**config.mk**
```make
export PLATFORM = sky130hd
export DESIGN_NAME = acc_config_regs
export DESIGN_NICKNAME = d
export VERILOG_FILES = /design/src/core/acc_pkg.sv /design/src/core/acc_coef_if.sv /design/src/core/acc_config_regs.sv /design/src/core/acc_coef_store.sv
export SDC_FILE = /design/constraint.sdc
export NUM_CORES = 1
export LEC_CHECK = 0
export BUFFER_PORTS_ARGS = -buffer_cell sky130_fd_sc_hd__buf_2
export CAP_MARGIN = 20
export CORE_MARGIN = 8
export CORE_UTILIZATION = 55
export DETAILED_ROUTE_END_ITERATION = 10
export PLACE_DENSITY = 0.79
export SLEW_MARGIN = 20
export SYNTH_ARGS = -nofsm -noshare
export SYNTH_HDL_FRONTEND = slang
export SYNTH_SLANG_ARGS = --single-unit
```
**constraint.sdc**
```tcl
create_clock -name i_core_clk -period 3.27 [get_ports i_core_clk]
set_input_delay 0.1635 -clock i_core_clk [delete_from_list [all_inputs] [get_ports i_core_clk]]
set_output_delay 0.1635 -clock i_core_clk [all_outputs]
set_load 0.01 [all_outputs]
```
**src/core/acc_pkg.sv**
```systemverilog
// constants for the analog/sync configuration register pair
// assumes a byte-wide register port from the serial interface decoder
package acc_pkg;
    localparam logic [7:0] ACC_ADDR_AFC = 8'h02;
    localparam logic [7:0] ACC_ADDR_SCC = 8'h03;
    localparam logic [7:0] ACC_AFC_RESET = 8'h20;
    localparam logic [7:0] ACC_SCC_RESET = 8'h7C;
    localparam int ACC_B_RST = 7;
    localparam int ACC_B_OSD = 6;
    localparam int ACC_B_REG = 5;
    localparam int ACC_B_LP = 4;
    localparam int ACC_B_AMP = 3;
    localparam int ACC_B_GAIN_HI = 2;
    localparam int ACC_B_FLOAT = 6;
    localparam int ACC_B_MASTER = 5;
    localparam int ACC_B_CALSEL = 4;
    localparam int ACC_B_SKIP_HI = 3;
    localparam logic [1:0] ACC_SEQ_MODE4 = 2'h3;
    localparam int ACC_COEF_W = 24;
    localparam int ACC_NCOEF = 4;
    typedef enum logic [2:0] {
        ACC_ST_RUN = 3'h1,
        ACC_ST_RESET = 3'h2,
        ACC_ST_HOLD = 3'h4
    } acc_state_t;
endpackage

```
**src/core/acc_coef_if.sv**
```systemverilog
// carrier for calibration coefficient write/read between top and coefficient store
// assumes a single clock shared by both ends
`default_nettype none
interface acc_coef_if #(parameter int W = 24, parameter int N = 4) ();
    logic wr;
    logic [$clog2(N)-1:0] idx;
    logic [W-1:0] wdata;
    logic convert;
    logic sel_iface;
    logic [W-1:0] rdata;
    logic [N-1:0] [W-1:0] math;
    modport ctrl (output wr, idx, wdata, convert, sel_iface, input rdata, math);
    modport store (input wr, idx, wdata, convert, sel_iface, output rdata, math);
endinterface
`default_nettype wire

```
**src/core/acc_config_regs.sv**
```systemverilog
// analog front and sync/calibration configuration registers with control outputs
// assumes the serial decoder gives one-cycle write/read strobes with address and data
// Contract
// - writing one to bit 7 resets device
// - bit 6 turns open/short current sources on
// - regulator enable resets to one
// - low power acts only while amplifier enabled
// - bit 3 enables amplifier, reset off
// - gain is two to the gain code
// - master select bit, resets to one
// - mode 4 master: float or drive open-drain
// - coefficient write, taken only with readback select set, reaches math copy on convert
// - readback select picks interface or math copy
// - skip flags drop their coefficient from correction
`default_nettype none
module acc_config_regs
    import acc_pkg::*;
#(
    parameter int COEF_W = ACC_COEF_W,
    parameter int NCOEF = ACC_NCOEF
) (
    input wire logic i_core_clk,
    input wire logic i_reset,
    input wire logic i_reg_wr,
    input wire logic i_reg_rd,
    input wire logic [7:0] i_reg_addr,
    input wire logic [7:0] i_reg_wdata,
    output logic [7:0] o_reg_rdata,
    output logic o_reg_rvalid,
    input wire logic i_cal_wr,
    input wire logic i_cal_rd,
    input wire logic [$clog2(NCOEF)-1:0] i_cal_idx,
    input wire logic [COEF_W-1:0] i_cal_wdata,
    output logic [COEF_W-1:0] o_cal_rdata,
    output logic o_cal_rvalid,
    input wire logic i_convert_cmd,
    input wire logic [1:0] i_seq_mode,
    input wire logic i_sync_pin_in,
    output logic o_sync_pin_out,
    output logic o_sync_pin_oe,
    output logic o_device_reset,
    output logic o_open_short_detect_enable,
    output logic o_regulator_enable,
    output logic o_amp_low_power,
    output logic o_gain_amp_enable,
    output logic [7:0] o_gain_factor,
    output logic o_sync_master,
    output logic [NCOEF-1:0] o_coef_use,
    output logic [NCOEF-1:0] [COEF_W-1:0] o_math_coef
);
    logic [7:0] analog_front_config;
    logic [7:0] sync_and_calibration_config;
    logic rst_req;
    logic cal_rd_d;
    acc_state_t state;
    acc_state_t next_state;

    acc_coef_if #(.W(COEF_W), .N(NCOEF)) cif ();

    function automatic logic [7:0] gain_of(input logic [2:0] code);
        gain_of = 8'h01 << code;
    endfunction

    // ========================================
    // soft reset sequencing: pulse, then one settle cycle
    assign rst_req = i_reg_wr && i_reg_addr == ACC_ADDR_AFC && i_reg_wdata[ACC_B_RST];

    always_comb begin
        case (state)
            ACC_ST_RUN: next_state = rst_req ? ACC_ST_RESET : ACC_ST_RUN;
            ACC_ST_RESET: next_state = ACC_ST_HOLD;
            ACC_ST_HOLD: next_state = ACC_ST_RUN;
            default: next_state = ACC_ST_RUN;
        endcase
    end

    always_ff @(posedge i_core_clk) begin
        if (i_reset) begin
            state <= ACC_ST_RUN;
        end else begin
            state <= next_state;
        end
    end

    always_ff @(posedge i_core_clk) begin
        if (i_reset) begin
            o_device_reset <= 1'b0;
        end else begin
            o_device_reset <= next_state == ACC_ST_RESET;
        end
    end

    // ========================================
    // analog front register; reset bit self-clears and reads zero
    always_ff @(posedge i_core_clk) begin
        if (i_reset || state == ACC_ST_RESET) begin
            analog_front_config <= ACC_AFC_RESET;
        end else if (i_reg_wr && i_reg_addr == ACC_ADDR_AFC) begin
            analog_front_config <= {1'b0, i_reg_wdata[ACC_B_OSD:0]};
        end
    end

    // ========================================
    // sync and calibration register; reserved bit kept as written
    always_ff @(posedge i_core_clk) begin
        if (i_reset || state == ACC_ST_RESET) begin
            sync_and_calibration_config <= ACC_SCC_RESET;
        end else if (i_reg_wr && i_reg_addr == ACC_ADDR_SCC) begin
            sync_and_calibration_config <= i_reg_wdata;
        end
    end

    // ========================================
    // register readback
    always_ff @(posedge i_core_clk) begin
        if (i_reset) begin
            o_reg_rdata <= 8'h00;
            o_reg_rvalid <= 1'b0;
        end else begin
            o_reg_rvalid <= i_reg_rd;
            case (i_reg_addr)
                ACC_ADDR_AFC: o_reg_rdata <= analog_front_config;
                ACC_ADDR_SCC: o_reg_rdata <= sync_and_calibration_config;
                default: o_reg_rdata <= 8'h00;
            endcase
        end
    end

    // ========================================
    // analog controls
    always_ff @(posedge i_core_clk) begin
        if (i_reset) begin
            o_open_short_detect_enable <= ACC_AFC_RESET[ACC_B_OSD];
            o_regulator_enable <= ACC_AFC_RESET[ACC_B_REG];
            o_amp_low_power <= 1'b0;
            o_gain_amp_enable <= ACC_AFC_RESET[ACC_B_AMP];
            o_gain_factor <= gain_of(ACC_AFC_RESET[ACC_B_GAIN_HI:0]);
        end else begin
            o_open_short_detect_enable <= analog_front_config[ACC_B_OSD];
            o_regulator_enable <= analog_front_config[ACC_B_REG];
            // gated so a disabled amplifier never sees the power mode
            o_amp_low_power <= analog_front_config[ACC_B_LP] & analog_front_config[ACC_B_AMP];
            o_gain_amp_enable <= analog_front_config[ACC_B_AMP];
            o_gain_factor <= gain_of(analog_front_config[ACC_B_GAIN_HI:0]);
        end
    end

    // ========================================
    // sync pin and coefficient use
    always_ff @(posedge i_core_clk) begin
        if (i_reset) begin
            o_sync_master <= ACC_SCC_RESET[ACC_B_MASTER];
            o_sync_pin_oe <= 1'b0;
            // follows the reset skip flags so the output agrees with the register from the first cycle
            o_coef_use <= ~ACC_SCC_RESET[ACC_B_SKIP_HI:0];
        end else begin
            o_sync_master <= sync_and_calibration_config[ACC_B_MASTER];
            // open-drain: only ever pulls low, so enable alone carries the level
            o_sync_pin_oe <= i_seq_mode == ACC_SEQ_MODE4 && sync_and_calibration_config[ACC_B_MASTER]
                && !sync_and_calibration_config[ACC_B_FLOAT];
            o_coef_use <= ~sync_and_calibration_config[ACC_B_SKIP_HI:0];
        end
    end
    assign o_sync_pin_out = 1'b0;

    // ========================================
    // calibration coefficient path
    assign cif.wr = i_cal_wr && sync_and_calibration_config[ACC_B_CALSEL];
    assign cif.idx = i_cal_idx;
    assign cif.wdata = i_cal_wdata;
    assign cif.convert = i_convert_cmd;
    assign cif.sel_iface = sync_and_calibration_config[ACC_B_CALSEL];
    assign o_cal_rdata = cif.rdata;
    assign o_math_coef = cif.math;

    always_ff @(posedge i_core_clk) begin
        if (i_reset) begin
            cal_rd_d <= 1'b0;
        end else begin
            cal_rd_d <= i_cal_rd;
        end
    end
    assign o_cal_rvalid = cal_rd_d;

    acc_coef_store #(.W(COEF_W), .N(NCOEF)) u_store (
        .i_core_clk(i_core_clk),
        .i_reset(i_reset),
        .cif(cif.store)
    );
endmodule
`default_nettype wire

```
**src/core/acc_coef_store.sv**
```systemverilog
// two-copy calibration coefficient store: interface copy and math copy
// assumes convert is a one-cycle pulse from the command decoder
`default_nettype none
module acc_coef_store
    import acc_pkg::*;
#(
    parameter int W = ACC_COEF_W,
    parameter int N = ACC_NCOEF
) (
    input wire logic i_core_clk,
    input wire logic i_reset,
    acc_coef_if.store cif
);
    logic [W-1:0] iface_copy [N];
    logic [W-1:0] math_copy [N];

    // ========================================
    // interface copy
    always_ff @(posedge i_core_clk) begin
        if (i_reset) begin
            for (int k = 0; k < N; k++) iface_copy[k] <= '0;
        end else if (cif.wr) begin
            iface_copy[cif.idx] <= cif.wdata;
        end
    end

    // ========================================
    // math copy follows only on convert
    always_ff @(posedge i_core_clk) begin
        if (i_reset) begin
            for (int k = 0; k < N; k++) math_copy[k] <= '0;
        end else if (cif.convert) begin
            for (int k = 0; k < N; k++) math_copy[k] <= iface_copy[k];
        end
    end

    always_comb begin
        for (int k = 0; k < N; k++) cif.math[k] = math_copy[k];
    end

    // readback source chosen by the select bit
    always_ff @(posedge i_core_clk) begin
        if (i_reset) begin
            cif.rdata <= '0;
        end else begin
            cif.rdata <= cif.sel_iface ? iface_copy[cif.idx] : math_copy[cif.idx];
        end
    end
endmodule
`default_nettype wire

```
==> impl_metrics.env, run 1 <==
export IMPL_io_buffers=199
export IMPL_hold_ws_ns=0.0309
export IMPL_timing_hold_violations_final=0
export IMPL_clk_latency_ns=0.52
export IMPL_grt_pass1_vias=6695
export IMPL_drv_cap=0
export IMPL_io_pins=202
export IMPL_routed_wl_um=24500
export IMPL_vias=6510
export IMPL_dpl_hpwl_um=16100
export IMPL_synth_edf_count=192
export IMPL_worstPathMaxFanout=17
export IMPL_fin_crit_sh_pct=66.2
export IMPL_critPathArrivalTime_ns=2.39
export IMPL_syn_inst=710
export IMPL_startpoint_type="flop"
export IMPL_clkSlewWorstSetupHoldPaths_ns=0.06
export IMPL_fin_crit_ns=2.16
export IMPL_slew_violations=0
export IMPL_endpoint_kind="flop"
export IMPL_grtUsageMet2_pct=35.1
export IMPL_viasPerCell=5.29
export IMPL_fmax_ghz=0.462
export IMPL_cts_htree_levels=1
export IMPL_power_w=0.00752
export IMPL_synthFlopType="edfxtp_1"
export IMPL_drive_above_1_share_pct=33.0
export IMPL_cp_cell_sequence="nand2_1 > o21ai_4 > buf_4"
export IMPL_status="finished clean"
export IMPL_required_ns=3.49
export IMPL_grt_ovfl_total=0
export IMPL_antenna_found_initial=1
export IMPL_synth_cell_types=38
export IMPL_syn2layout_area_growth_pct=23.8
export IMPL_place_ws_ns=0.949
export IMPL_yosysTopAreaCell="edfxtp_1"
export IMPL_max_vdd_ir_drop_mv=0.309
export IMPL_core_area_um2=19300
export IMPL_hold_path_class="in -> reg"
export IMPL_die_area_um2=24300
export IMPL_crit_slowest_cell="o21ai_4"
export IMPL_fin_skew_ns=0.0135
export IMPL_rsz0062_at_grt="false"
export IMPL_syn_area_um2=10800
export IMPL_crit_path_max_incr_delay_ns=0.67
export IMPL_syn_area_per_cell_um2=15.2
export IMPL_die_height_um=156
export IMPL_grt_max_degree=67
export IMPL_ys_top_cells_by_area="edfxtp_1 (53%), dfxtp_1 (13%), and2_1 (11%)"
export IMPL_cts_tree="yes"
export IMPL_powerDensity_nw_per_um2=564
export IMPL_start_util_pct=55.7
export IMPL_ctsLongestPathBuffers=3
export IMPL_drc=0
export IMPL_avgRoutedWirePerCell_um=19.9
export IMPL_rows=51
export IMPL_clock_sinks=263
export IMPL_nets=997
export IMPL_cts_setup_buffers=0
export IMPL_met3_usage_pct=4.54
export IMPL_cts_buffers=26
export IMPL_grt_use_met1_pct=23.1
export IMPL_max_slew_margin_rel_pct=33.7
export IMPL_synth_seq_cells=263
export IMPL_busiest_layer="met2"
export IMPL_async_flop_share_pct=0
export IMPL_ant_nets=0
export IMPL_yosysWarningCount=0
export IMPL_setup_tns_ns=0
export IMPL_grt_first_pass_wirelength_um=37800
export IMPL_cts_resized=0
export IMPL_setup_slack_ns=1.11
export IMPL_max_slew_worst_pin_slew_ns=0.990
export IMPL_setup_violations=0
export IMPL_drt_first_iter_violations=322
export IMPL_grtUsageTotal_pct=19.9
export IMPL_syn_num_nets=762
export IMPL_root_buffer="clkbuf_16"
export IMPL_die_w_um=156
export IMPL_gp_congestion=0.810
export IMPL_criticalPathCategory="reg -> reg"
export IMPL_cellLeakagePower_nw=5.75
export IMPL_firstDrtPassIters=4
export IMPL_synth_top_area_share_pct=53.5
export IMPL_synth_seq_area_share_pct=66.7
## final cells by class
type                            count  area (um2)
Clock buffer                       32         748
Fill cell                        1310        5990
Tap cell                          265         332
Antenna cell                        1        2.50
Inverter                            1        3.75
Multi-Input combinational cell    400        3400
Timing Repair Buffer              253        1520
Clock inverter                     16         151
Sequential cell                   263        7190
## report_power, final
part	total, W	internal (W)	switching [W]
Combinational	0.000599	0.000278	0.000321
Sequential	0.00384	0.00376	0.0000823
Clock	0.00308	0.00186	0.00123
## cells in the final DEF (no fill, tap or decap), types with 3 or more instances in the layout
master | synthesis | layout
buf_2 | 8 | 198
and2_1 | 193 | 193
edfxtp_1 | 192 | 192
dfxtp_1 | 71 | 70
mux4_2 | 46 | 46
mux2i_1 | 45 | 45
dlygate4sd3_1 | 0 | 40
nor2_1 | 40 | 38
clkbuf_16 | 0 | 29
nor3_1 | 18 | 17
nand3_1 | 14 | 14
buf_4 | 4 | 14
nand2_1 | 8 | 8
clkinv_2 | 0 | 7
o21ai_4 | 0 | 4
nor2b_1 | 4 | 4
nand2b_1 | 3 | 3
bufinv_16 | 0 | 3
clkinv_1 | 0 | 3
## through the flow
| step | utilization, % | instances | area (um2) |
|---|---|---|---|
| after global placement | 62.3 | 1142 | 12000 |
| after CTS | 69.0 | 1230 | 13300 |
| after global routing | 69.0 | 1231 | 13300 |
| final | 69.0 | 1231 | 13300 |
| after detailed placement | 62.3 | 1142 | 12000 |
| after floorplan | - | 710 | 10800 |
## worst max-delay path: cells and delay by family, from the launching register on
kind,cells,cell delay (ns)
simple gates,1,0.28
compound gates,1,0.67
flops,1,0.61
buf+inv,1,0.31
## Yosys cell counts (all sizes together), types with 2 or more instances
master / count
and2: 193
mux2i: 45
mux4: 48
and3: 2
edfxtp: 192
nand3: 14
or2: 3
clkbuf: 25
buf: 21
nor3: 18
nor3b: 2
o21ai: 4
or3b: 2
nor2: 40
nand2b: 4
nand2: 8
dfxtp: 71
nor2b: 4
nor4bb: 2
## per-layer routing
layer  share of wire (%)  vias to the layer above
met5                   0                        -
met4                 2.9                        0
met3                 7.4                       57
met2                  52                      230
met1                  38                     3189
li1                    -                     3034
## flip-flops by register name, indices dropped and copies added, names as in the netlist
signal and count:
o_device_reset 1, sync_and_calibration_config 8, u_store.cif.rdata 24, o_coef_use 4
o_sync_master 1, o_reg_rvalid 1, o_gain_amp_enable 1, o_sync_pin_oe 1
o_gain_factor 8, u_store.iface_copy 96, u_store.math_copy 96, o_amp_low_power 1
o_regulator_enable 1, state 3, o_open_short_detect_enable 1, analog_front_config 7
o_cal_rvalid 1, o_reg_rdata 8
## final timing paths
kind / start / to / slack (ns) / cells past startpoint
setup / recovery: sync_and_calibration_config[4]$_SDFFE_PP1P_ / u_store.iface_copy[3][0]$_DFFE_PP_ / 1.11 / 3
hold / removal: i_reg_addr[3] / o_reg_rdata[7]$_SDFF_PP0_ / 0.03 / 4
setup reg to reg: sync_and_calibration_config[4]$_SDFFE_PP1P_ / u_store.iface_copy[3][0]$_DFFE_PP_ / 1.11 / 3
hold reg to reg: sync_and_calibration_config[0]$_SDFFE_PP0P_ / o_coef_use[0]$_SDFF_PP1_ / 0.41 / 1
## timing repair
item | 4_1_cts | 5_1_grt
endpoints found under the hold margin | 116 | 0
hold buffers | 40 | 0
setup endpoints to repair | 0 | 0
## kinds of logic (layout without fill, tap and decap cells)
kind of cell           count (synthesis)  after routing  share of synthesized area (%)
buffers and inverters                 47            302                           2.29
AOI/OAI and AO/OA                      6              6                          0.302
muxes                                 94             94                           14.4
DFF                                  263            263                           66.7
other                                  1              2                         0.0348
and+or+nand+nor                      299            299                           16.3
No activity file was read; power rests on OpenSTA's default activity.
==> inputs of run 2 (changes only) <==
--- a/config.mk
+++ b/config.mk
@@ -8,9 +8,9 @@
 export BUFFER_PORTS_ARGS = -buffer_cell sky130_fd_sc_hd__buf_2
 export CAP_MARGIN = 20
 export CORE_MARGIN = 8
-export CORE_UTILIZATION = 55
+export CORE_UTILIZATION = 50
 export DETAILED_ROUTE_END_ITERATION = 10
-export PLACE_DENSITY = 0.79
+export PLACE_DENSITY = 0.76
 export SLEW_MARGIN = 20
 export SYNTH_ARGS = -nofsm -noshare
 export SYNTH_HDL_FRONTEND = slang
==> constraint.sdc (replaced) <==
create_clock -name i_core_clk -period 1.85 [get_ports i_core_clk]
set_input_delay 0.0925 -clock i_core_clk [delete_from_list [all_inputs] [get_ports i_core_clk]]
set_output_delay 0.0925 -clock i_core_clk [all_outputs]
set_load 0.01 [all_outputs]
==> impl_metrics.env, run 2 (same netlist as run 1, synthesis figures left out) <==
export IMPL_status="finished clean"
export IMPL_ctsLongestPathBuffers=3
export IMPL_cp_num_cells=6
export IMPL_cts_htree_levels=1
export IMPL_dpl_hpwl_um=17400
export IMPL_firstDrtPassIters=5
export IMPL_r2r_start="sync_and_calibration_config[4]$_SDFFE_PP1P_"
export IMPL_worstPathMaxFanout=39
export IMPL_fin_crit_ns=1.72
export IMPL_cts_buffers=27
export IMPL_grt_pass1_vias=6870
export IMPL_viasPerCell=5.19
export IMPL_nets=1019
export IMPL_setup_violations=0
export IMPL_fin_crit_sh_pct=93.0
export IMPL_routed_wl_um=25200
export IMPL_multi_input_area_um2=3410
export IMPL_grt_first_pass_wirelength_um=38700
export IMPL_syn2layout_area_growth_pct=25.5
export IMPL_core_area_um2=21100
export IMPL_avgRoutedWirePerCell_um=19.9
export IMPL_cts_tree="yes"
export IMPL_clkSlewWorstSetupHoldPaths_ns=0.06
export IMPL_vias=6561
export IMPL_fin_skew_ns=0.00826
export IMPL_final_cells=1264
export IMPL_max_slew_margin_rel_pct=33.3
export IMPL_grtUsageTotal_pct=18.6
export IMPL_antenna_found_initial=3
export IMPL_startpoint_type="input pin"
export IMPL_design_area_um2=13500
export IMPL_endpoint="o_sync_pin_oe$_SDFF_PP0_"
export IMPL_io_buffers=199
export IMPL_worstRegToRegCells=2
export IMPL_required_ns=2.25
export IMPL_die_area_um2=26500
export IMPL_crit_slowest_cell="dlygate4sd3_1"
export IMPL_crit_top_cell="dlygate4sd3_1"
export IMPL_slew_violations=0
export IMPL_critPathArrivalTime_ns=2.13
export IMPL_placed_cell_area_um2=12300
export IMPL_grt_ovfl_total=0
export IMPL_path_buf_inv=4
export IMPL_layout_commonest_cell="buf_2"
export IMPL_drv_cap=0
export IMPL_powerDensity_nw_per_um2=955
export IMPL_setup_slack_ns=0.129
export IMPL_crit_path_max_incr_delay_ns=0.54
export IMPL_timing_rr_end="u_store.iface_copy[3][5]$_DFFE_PP_"
export IMPL_start_util_pct=51.1
export IMPL_fmax_ghz=0.581
export IMPL_drt_first_iter_violations=351
export IMPL_cts_setup_buffers=0
export IMPL_max_slew_worst_pin_slew_ns=1.00
export IMPL_die_w_um=163
export IMPL_clock_sinks=263
export IMPL_die_height_um=163
export IMPL_setup_tns_ns=0
export IMPL_drive_above_1_share_pct=33.7
export IMPL_gp_congestion=0.830
export IMPL_ant_nets=0
export IMPL_grt_max_degree=97
export IMPL_cp_cell_sequence="dlygate4sd3_1 > buf_2 > buf_4 > nor2_1 > and4_1 > dlygate4sd3_1"
export IMPL_rsz0062_at_grt="false"
export IMPL_drc=0
export IMPL_top_regs="u_store.iface_copy x96, u_store.math_copy x96, u_store.cif.rdata x24"
export IMPL_clk_latency_ns=0.52
export IMPL_root_buffer="clkbuf_16"
export IMPL_rows=53
export IMPL_endpoint_kind="flop"
export IMPL_crit_start="i_reset"
export IMPL_io_pins=202
export IMPL_r2r_slack_ns=0.24
export IMPL_place_ws_ns=0.241
export IMPL_max_vdd_ir_drop_mv=0.566
export IMPL_fillerInstances=1514
export IMPL_critPathTopFamily="buffers and inverters"
export IMPL_seqCellArea_um2=7190
export IMPL_timing_hold_violations_final=0
export IMPL_cellLeakagePower_nw=5.83
export IMPL_hold_path_class="in -> reg"
export IMPL_criticalPathCategory="in -> reg"
export IMPL_placedCellCount=1170
export IMPL_utilization_pct=64.1
export IMPL_final_cell_mix="buf_2 (198), and2_1 (193), edfxtp_1 (192), dfxtp_1 (70), mux4_2 (46)"
## run 2: final cells by class
type	count	share of cell area, %
diodes	2	0.0370
multi-input cells	400	25.2
clock inverters	6	0.222
clock buffers	43	5.86
flip-flops and latches	263	53.1
inverters	1	0.0277
well taps	275	2.54
repair buffers	274	13.0
## run 2: repair_timing
| item | in CTS | in global routing |
|---|---|---|
| hold buffers | 43 | 0 |
| endpoints found under the hold margin | 121 | 0 |
| gates resized for setup | 0 | 1 |
| endpoints found under the setup margin | 0 | 2 |
## run 2: worst min path at each step
stage	startpoint	end	slack [ns]	depth (start not counted)
floorplan	i_cal_rd	o_cal_rvalid$_SDFF_PP0_	0.22	1
global placement	i_cal_rd	o_cal_rvalid$_SDFF_PP0_	0.32	2
detailed placement	i_cal_rd	o_cal_rvalid$_SDFF_PP0_	0.31	2
CTS	i_reg_addr[5]	sync_and_calibration_config[1]$_SDFFE_PP0P_	0.05	4
global route	i_reg_addr[2]	sync_and_calibration_config[1]$_SDFFE_PP0P_	0.06	4
finish	i_reg_addr[2]	sync_and_calibration_config[1]$_SDFFE_PP0P_	0.06	4
## run 2: worst register-to-register path, cell delays in order, from the launching register on
cell and delay, ns:
dfxtp_2 0.39, and3_1 0.84, and2_1 0.24
## run 2: through the flow
step	hold WS, ns	total power, W
3_5_place_dp	0.307	0.00796
3_3_place_gp	0.317	0.00793
2_1_floorplan	0.221	0.00746
5_1_grt	0.0628	0.0134
4_1_cts	0.0516	0.0130
6_report	0.0591	0.0129
## run 2: where the power goes
| part | leakage [nW] | internal [W] | switching, W |
|---|---|---|---|
| logic | 2.78 | 0.000532 | 0.000583 |
| registers | 2.64 | 0.00664 | 0.000144 |
| clock network | 0.411 | 0.00292 | 0.00210 |
## run 2: layer usage
layer,wire (um),vias up,global-route usage [%]
met3,1680,48,3.54
li1,-,3087,-
met4,571,2,5.71
met2,12900,229,33.5
met1,10000,3195,22.2
met5,13,-,0
